### src/hw/pct_pkg.sv
// constants shared by the prescaled countdown timer files
package pct_pkg;

    // clock rate and register width
    localparam int unsigned CLK_HZ = 20_000_000;
    localparam int unsigned REG_W = 16;
    localparam int unsigned ADR_W = 8;

    // register byte offsets on the bus
    localparam logic [7:0] OFF_CTRL = 8'h00;
    localparam logic [7:0] OFF_IEN = 8'h04;
    localparam logic [7:0] OFF_IST = 8'h08;
    localparam logic [7:0] OFF_ICLR = 8'h0C;
    localparam logic [7:0] OFF_PERIOD = 8'h10;
    localparam logic [7:0] OFF_COUNT = 8'h14;

    // control register field positions
    localparam int unsigned CTRL_DIS_BIT = 6;
    localparam int unsigned CTRL_REP_BIT = 5;
    localparam int unsigned CTRL_RUN_BIT = 4;
    localparam int unsigned CTRL_SEL_LSB = 0;
    localparam logic [15:0] CTRL_MASK = 16'h007F;

    // interrupt register layout
    localparam int unsigned IRQ_TIMER_BIT = 8;
    localparam logic [15:0] IRQ_TIMER_MASK = 16'h0100;
    localparam logic [15:0] IST_CLR_MASK = 16'h3130;
    localparam logic [15:0] IRQ_RSVD_MASK = 16'h48C0;

    // values after reset
    localparam logic [15:0] CTRL_RST = 16'h0000;
    localparam logic [15:0] IEN_RST = 16'h0000;
    localparam logic [15:0] IST_RST = 16'h0000;
    localparam logic [15:0] PERIOD_RST = 16'h0000;
    localparam logic [15:0] COUNT_RST = 16'h0000;
    localparam logic [15:0] DIV_RST = 16'h0000;

endpackage : pct_pkg

### src/hw/pct_tick_if.sv
// interface between timer core and prescaler
`timescale 1ns/1ps
`default_nettype none
interface pct_tick_if;
    logic run;
    logic ce;
    logic [3:0] sel;
    logic tick;
    modport ctl (output run, output ce, output sel, input tick);
    modport pre (input run, input ce, input sel, output tick);
endinterface : pct_tick_if
`default_nettype wire

### src/hw/pct_prescaler.sv
// power-of-two prescaler producing timer ticks
`timescale 1ns/1ps
`default_nettype none
module pct_prescaler #(
    parameter int unsigned DIV_W = 16
) (
    input wire logic clk_i,
    input wire logic rst_i,
    pct_tick_if.pre tb
);
    import pct_pkg::*;

    logic [DIV_W-1:0] cnt_reg;
    logic [DIV_W-1:0] cnt_next;
    logic [DIV_W-1:0] mask;

    // low sel+1 bits all ones
    function automatic logic [DIV_W-1:0] div_mask(input logic [3:0] s);
        logic [DIV_W:0] m;
        m = ({{DIV_W{1'b0}}, 1'b1} << ({1'b0, s} + 5'h01));
        div_mask = m[DIV_W-1:0] - {{(DIV_W-1){1'b0}}, 1'b1};
    endfunction : div_mask

    // tick once per 2^(sel+1) cycles while running
    always_comb
    begin
        mask = div_mask(tb.sel);
        cnt_next = cnt_reg;
        if (tb.run)
        begin
            cnt_next = cnt_reg + {{(DIV_W-1){1'b0}}, 1'b1}; // [RULE_04]
        end
    end

    assign tb.tick = tb.run && ((cnt_reg & mask) == mask); // [RULE_04]

    // divider counter, frozen while disabled
    always_ff @(posedge clk_i)
    begin
        if (rst_i)
        begin
            cnt_reg <= DIV_RST[DIV_W-1:0];
        end
        else if (tb.ce)
        begin
            cnt_reg <= cnt_next; // [RULE_01]
        end
    end
endmodule : pct_prescaler
`default_nettype wire

### src/hw/pct_timer.sv
// prescaled countdown timer with wishbone registers and interrupt
//
// Summary of operation
// RULE_01: disable bit stops timer and prescaler, keeps values
// RULE_02: repeat off stops at zero, on reloads period
// RULE_03: count-run off holds count, on counts down
// RULE_04: divider select gives clock over 2^(sel+1)
// RULE_05: enable mask bit gates each interrupt source
// RULE_06: pending bit reads one while interrupt recognized
// RULE_07: writing one to bits 4,5,8,12,13 clears
// RULE_08: count reaching zero raises timer interrupt
`timescale 1ns/1ps
`default_nettype none
module pct_timer #(
    parameter int unsigned CNT_W = 16,
    parameter int unsigned DIV_W = 16
) (
    input wire logic clk_i,
    input wire logic rst_i,
    input wire logic ce_i,
    input wire logic wb_cyc_i,
    input wire logic wb_stb_i,
    input wire logic wb_we_i,
    input wire logic [pct_pkg::ADR_W-1:0] wb_adr_i,
    input wire logic [3:0] wb_sel_i,
    input wire logic [31:0] wb_dat_i,
    output logic [31:0] wb_dat_o,
    output logic wb_ack_o,
    input wire logic [pct_pkg::REG_W-1:0] irq_src_i,
    output logic irq_o
);
    import pct_pkg::*;

    // register state
    logic [15:0] ctrl_reg;
    logic [15:0] ctrl_next;
    logic [15:0] ien_reg;
    logic [15:0] ien_next;
    logic [15:0] ist_reg;
    logic [15:0] ist_next;
    logic [15:0] period_reg;
    logic [15:0] period_next;
    logic [CNT_W-1:0] count_reg;
    logic [CNT_W-1:0] count_next;
    logic ack_reg;
    logic ack_next;
    logic [31:0] dat_reg;
    logic [31:0] dat_next;
    logic irq_reg;
    logic irq_next;

    // decoded bus and timer events
    logic req;
    logic wr;
    logic rd;
    logic tick;
    logic run_en;
    logic zero_evt;
    logic [15:0] clr_vec;
    logic [15:0] set_vec;
    logic [15:0] rdata;

    pct_tick_if tick_bus ();

    // byte-lane merge of a write into a 16-bit register
    function automatic logic [15:0] merge16(input logic [15:0] old,
                                            input logic [31:0] d,
                                            input logic [3:0] s);
        logic [15:0] r;
        r = old;
        if (s[0])
        begin
            r[7:0] = d[7:0];
        end
        if (s[1])
        begin
            r[15:8] = d[15:8];
        end
        merge16 = r;
    endfunction : merge16

    // address compare for a write
    function automatic logic wr_at(input logic w,
                                   input logic [7:0] a,
                                   input logic [7:0] off);
        wr_at = w && (a == off);
    endfunction : wr_at

    // prescaler link
    assign tick_bus.run = !ctrl_reg[CTRL_DIS_BIT]; // [RULE_01]
    assign tick_bus.ce = ce_i;
    assign tick_bus.sel = ctrl_reg[CTRL_SEL_LSB +: 4]; // [RULE_04]
    assign tick = tick_bus.tick;

    pct_prescaler #(
        .DIV_W(DIV_W)
    ) u_prescaler (
        .clk_i(clk_i),
        .rst_i(rst_i),
        .tb(tick_bus.pre)
    );

    // classic wishbone decode, one request per ack
    assign req = wb_cyc_i && wb_stb_i && !ack_reg;
    assign wr = req && wb_we_i;
    assign rd = req && !wb_we_i;

    // counter may step only when enabled and running
    assign run_en = !ctrl_reg[CTRL_DIS_BIT] && ctrl_reg[CTRL_RUN_BIT];
    assign zero_evt = tick && run_en &&
        (count_reg == {{(CNT_W-1){1'b0}}, 1'b1}); // [RULE_08]

    // next values of control, period and count
    always_comb
    begin
        ctrl_next = ctrl_reg;
        period_next = period_reg;
        count_next = count_reg;
        if (tick && run_en && (count_reg != '0)) // [RULE_03]
        begin
            if (zero_evt)
            begin
                if (ctrl_reg[CTRL_REP_BIT])
                begin
                    count_next = period_reg[CNT_W-1:0]; // [RULE_02]
                end
                else
                begin
                    count_next = '0; // [RULE_02]
                end
            end
            else
            begin
                count_next = count_reg - {{(CNT_W-1){1'b0}}, 1'b1}; // [RULE_03]
            end
        end
        if (wr_at(wr, wb_adr_i, OFF_CTRL))
        begin
            ctrl_next = merge16(ctrl_reg, wb_dat_i, wb_sel_i) & CTRL_MASK;
        end
        if (wr_at(wr, wb_adr_i, OFF_PERIOD))
        begin
            period_next = merge16(period_reg, wb_dat_i, wb_sel_i);
        end
        if (wr_at(wr, wb_adr_i, OFF_COUNT))
        begin
            count_next = merge16(count_reg, wb_dat_i, wb_sel_i);
        end
    end

    // next values of interrupt enable, pending flags and request
    always_comb
    begin
        ien_next = ien_reg;
        if (wr_at(wr, wb_adr_i, OFF_IEN))
        begin
            ien_next = merge16(ien_reg, wb_dat_i, wb_sel_i) & ~IRQ_RSVD_MASK;
        end
        clr_vec = 16'h0000;
        if (wr_at(wr, wb_adr_i, OFF_IST) || wr_at(wr, wb_adr_i, OFF_ICLR))
        begin
            clr_vec = merge16(16'h0000, wb_dat_i, wb_sel_i) & IST_CLR_MASK; // [RULE_07]
        end
        set_vec = irq_src_i & ~IRQ_TIMER_MASK;
        if (zero_evt)
        begin
            set_vec = set_vec | IRQ_TIMER_MASK; // [RULE_08]
        end
        // set wins over clear; other non-reserved bits follow their source level, reserved bits read zero
        ist_next = (((ist_reg & ~clr_vec) | set_vec) & IST_CLR_MASK) |
                   (irq_src_i & ~IST_CLR_MASK & ~IRQ_RSVD_MASK); // [RULE_06]
        irq_next = |(ist_next & ien_next); // [RULE_05]
    end

    // read mux and bus answer
    always_comb
    begin
        case (wb_adr_i)
            OFF_CTRL: rdata = ctrl_reg;
            OFF_IEN: rdata = ien_reg;
            OFF_IST: rdata = ist_reg;
            OFF_PERIOD: rdata = period_reg;
            OFF_COUNT: rdata = count_reg;
            default: rdata = 16'h0000;
        endcase
        dat_next = dat_reg;
        if (rd)
        begin
            dat_next = {16'h0000, rdata};
        end
        ack_next = req;
    end

    // timer registers
    always_ff @(posedge clk_i)
    begin
        if (rst_i)
        begin
            ctrl_reg <= CTRL_RST;
            period_reg <= PERIOD_RST;
            count_reg <= COUNT_RST[CNT_W-1:0];
        end
        else if (ce_i)
        begin
            ctrl_reg <= ctrl_next;
            period_reg <= period_next;
            count_reg <= count_next;
        end
    end

    // interrupt registers
    always_ff @(posedge clk_i)
    begin
        if (rst_i)
        begin
            ien_reg <= IEN_RST;
            ist_reg <= IST_RST;
            irq_reg <= 1'b0;
        end
        else if (ce_i)
        begin
            ien_reg <= ien_next;
            ist_reg <= ist_next;
            irq_reg <= irq_next;
        end
    end

    // bus answer registers
    always_ff @(posedge clk_i)
    begin
        if (rst_i)
        begin
            ack_reg <= 1'b0;
            dat_reg <= 32'h00000000;
        end
        else if (ce_i)
        begin
            ack_reg <= ack_next;
            dat_reg <= dat_next;
        end
    end

    assign wb_ack_o = ack_reg;
    assign wb_dat_o = dat_reg;
    assign irq_o = irq_reg;
endmodule : pct_timer
`default_nettype wire

### config.mk
export PLATFORM = sky130hd
export DESIGN_NAME = pct_timer
export DESIGN_NICKNAME = d
export VERILOG_FILES = /design/src/hw/pct_pkg.sv /design/src/hw/pct_tick_if.sv /design/src/hw/pct_prescaler.sv /design/src/hw/pct_timer.sv
export SDC_FILE = /design/constraint.sdc
export NUM_CORES = 1
export LEC_CHECK = 0
export ABC_AREA = 1
export BUFFER_PORTS_ARGS = -buffer_cell sky130_fd_sc_hd__buf_2
export CAP_MARGIN = 10
export CORE_ASPECT_RATIO = 0.6
export CORE_MARGIN = 1
export CORE_UTILIZATION = 45
export DETAILED_ROUTE_END_ITERATION = 10
export GPL_TIMING_DRIVEN = 0
export PLACE_DENSITY = 0.71
export SETUP_SLACK_MARGIN = 0.1
export SYNTH_ARGS = -nofsm -noshare
export SYNTH_HDL_FRONTEND = slang
export SYNTH_SLANG_ARGS = --single-unit
### constraint.sdc
create_clock -name clk_i -period 4.1 [get_ports clk_i]
set_input_delay 0.41 -clock clk_i [delete_from_list [all_inputs] [get_ports clk_i]]
set_output_delay 0.41 -clock clk_i [all_outputs]
set_load 0.1 [all_outputs]
==> metrics <==
outcome=complete, no violations; max_cap viols=0; Compound-Gate Fraction of Synth Area=18.80%; Least-Margin Pin Slew=0.7963 ns; clock skew=0.008482 ns; Final min period=2.835 ns; Startpoint Class=register; unrepaired setup endpoints after global routing=false; DRT Pass-1 Iters=6; antenna violations before repair=0; layout cells sized above 1=11.84%; Finish-stage setup viols=0; CP Capture Type=register; pwr dens=310.8 mW/mm2; Worst path top cell family by delay=simple AND/OR/NAND/NOR gates; Antenna diodes=0; critical path's largest stage delay=0.49 ns; pin count of the biggest net entering global routing=18; ANT nets after route=0; Fill cells=1273; total routed wirelength=18550 um; Final HPWL DP=14530 um; Gate Count Post-Synth=914; Synth Register Bits=97; Worst Path Max Fanout=10; row count=31; WS Path Type=register to register; Core Area=0.01226 mm2; most numerous cell on the critical path=nor2_1; Clock Power Share=40.3%; switching portion of total power=29.77%; post-DR wirelength/cell=15.85 um; P_int=0.001442 W; die area=0.01328 mm2; Pins Over Slew Limit=0; Leakage=2.978 nW; syn avg cell area=6.307 um2; Crit path buffers/inverters=4; Total GRT Usage=29.52%; GRT Residual Overflow=0; CTS sink cnt=97; period utilisation layout=69.14%; vias per cell=5.386; root buffer cell=clkbuf_16; slew margin rel.=46.51%; # port buffers=60; Die Height=89.67 um; # hold bufs at CTS=0; post-CTS setup repair buffer count=0; main combinational cell family by area after synthesis=simple AND/OR/NAND/NOR gates; First DRT Iteration DRCs=708; Yosys top cell area share=33.69%; routed vias=6302; DP Area=0.006327 mm2; crit path DAT=3.08 ns; Reg power frac=47.4%; f_max=352.8 MHz; NetSw=0.0006115 W; Setup TNS=0 ns; TritonCTS clock tree=built; peak supply drop=174.2 uV; Post-CTS Resized=0; GP Congestion=1.010; dpl cells=1154; io pins=100; Cell Area, Synth=0.005764 mm2; Power, Total=0.002054 W; NumNets Final=1070; DIE WIDTH=148.1 um; worst-path cell chain=inv_2, nand3_1, ha_1, inv_1, nor2_1, nand4_1, nand3_1, nand2_1, inv_2, nand3_4, clkbuf_2, o21ai_0, nor2_1, nor2_1, nor2_1; worst path required time=4.34 ns; post-synthesis adder-cell area fraction=0.8682%; first-pass GRT wire length=29610 um; number of global-route vias before repair=5490; hold slack=0.2956 ns; Synth area leader=dfxtp_1; Initial Util=47.03%; min-delay worst type=input pin to register; YS warnings=0; Final Hold Viols=0; Clock Latency Late Sink=0.35 ns; post-synthesis sequential area ratio=33.69%; Cell variety after synth=41; XOR/XNOR share of the synthesized area=2.279%; Longest Clk Path Bufs=2; Post-Synth Simple-Gate Area=30.69%; Synth area leaders=dfxtp_1 34%, nand2_1 12%, nor2_1 8.7%; Worst-path clk slew=0.08 ns; Comb power frac=12.3%; post-route cell area=0.006609 mm2; Finished Layout Cells=1170; Layout area overhead=14.65%; mux share of post-synthesis cell area=0%; # DRC=0; H-tree depth=3; Critical-path top delay cell=dfxtp_1; Inserted Clock Buffers=9
==> cell usage after synthesis <==
| cell type | n |
|---|---|
| nand4_1 | 15 |
| o22ai_1 | 10 |
| nor2_4 | 2 |
| nand3_4 | 1 |
| buf_1 | 1 |
| nor3_2 | 2 |
| ha_1 | 4 |
| conb_1 | 2 |
| buf_2 | 4 |
| o21ai_1 | 20 |
| clkbuf_1 | 24 |
| a41oi_1 | 1 |
| o2111ai_1 | 1 |
| o21bai_1 | 4 |
| nand2_1 | 188 |
| and2_1 | 1 |
| o21ai_0 | 81 |
| xnor2_1 | 1 |
| buf_4 | 16 |
| nor2_2 | 1 |
| inv_1 | 127 |
| xor2_1 | 14 |
| a21oi_1 | 53 |
| nor3b_1 | 2 |
| nand2_4 | 1 |
| nand3_2 | 1 |
| clkbuf_2 | 1 |
| clkinv_2 | 1 |
| o221ai_1 | 1 |
| buf_6 | 3 |
| inv_2 | 5 |
| a211oi_1 | 15 |
| nand3_1 | 33 |
| nor3_1 | 18 |
| clkinv_1 | 2 |
| nor4_1 | 11 |
| a221oi_1 | 5 |
| a31oi_1 | 6 |
| dfxtp_1 | 97 |
| nor2_1 | 133 |
| nand2_2 | 6 |
==> layout by cell type (no fill, tap or decap), drive strengths merged, types with 17 or more instances in the layout <==
cell type  count
nor3          20
dfxtp         97
conb          17
clkbuf        35
inv          134
nor2         136
a21oi         53
o21ai        101
nand3         35
nand2        195
buf           84
==> power by group through the flow <==
stage	Clock (W)	Sequential (W)	Combinational, W
after floorplan	0	0.00102	0.000157
after global placement	0	0.000994	0.000246
after detailed placement	0	0.000995	0.000248
after CTS	0.000835	0.000973	0.000248
after global routing	0.000880	0.000975	0.000272
final	0.000828	0.000973	0.000253
==> worst reg2reg max path: stages (launching register included) <==
cell	delay, ns
dfxtp_1	0.49
inv_2	0.15
nand3_1	0.17
ha_1	0.30
inv_1	0.11
nor2_1	0.18
nand4_1	0.11
nand3_1	0.10
nand2_1	0.08
inv_2	0.15
nand3_4	0.14
clkbuf_2	0.26
o21ai_0	0.20
nor2_1	0.06
nor2_1	0.16
nor2_1	0.06
==> metrics by stage <==
stage | util, % | setup WS (ns)
after floorplan | - | 1.883
after global placement | 51.62 | 1.350
after detailed placement | 51.62 | 1.359
after CTS | 53.92 | 1.349
after global routing | 53.92 | 1.008
final | 53.92 | 1.265
==> layer usage <==
layer,up-vias,wire length [um],track usage [%]
met2,348,6610,38.58
met3,27,2447,8.333
met5,-,0,0
met1,2807,9272,45.92
li1,3120,-,-
met4,0,217,7.029
==> logic make-up (layout without fill, tap and decap cells) <==
kind of cell / Yosys count / after routing
fa+ha+maj: 4 / 4
buf+inv: 184 / 260
flops: 97 / 97
xor+xnor: 15 / 15
simple gates: 415 / 415
other cells: 2 / 17
compound gates: 197 / 197
==> final timing paths <==
kind         slack, ns             to  cells past startpoint    startpoint
max               1.27  count_reg[15]                     15   ctrl_reg[3]
max reg2reg       1.27  count_reg[15]                     15   ctrl_reg[3]
min reg2reg       0.47   wb_dat_o[11]                      2  wb_dat_o[11]
min               0.30     ist_reg[1]                      3  irq_src_i[1]
==> area by class of cell <==
class                           count  area [um2]  share of cell area (%)
Clock buffer                       10       229.0                   3.465
Clock inverter                      6       52.55                  0.7952
Tap cell                          165       206.4                   3.124
Buffer                             49       272.8                   4.127
Sequential cell                    97        1942                   29.38
Timing Repair Buffer               60       300.3                   4.544
Multi-Input combinational cell    648        3098                   46.88
Inverter                          135       508.0                   7.686
Note: power is estimated with default switching activity, not from simulation.
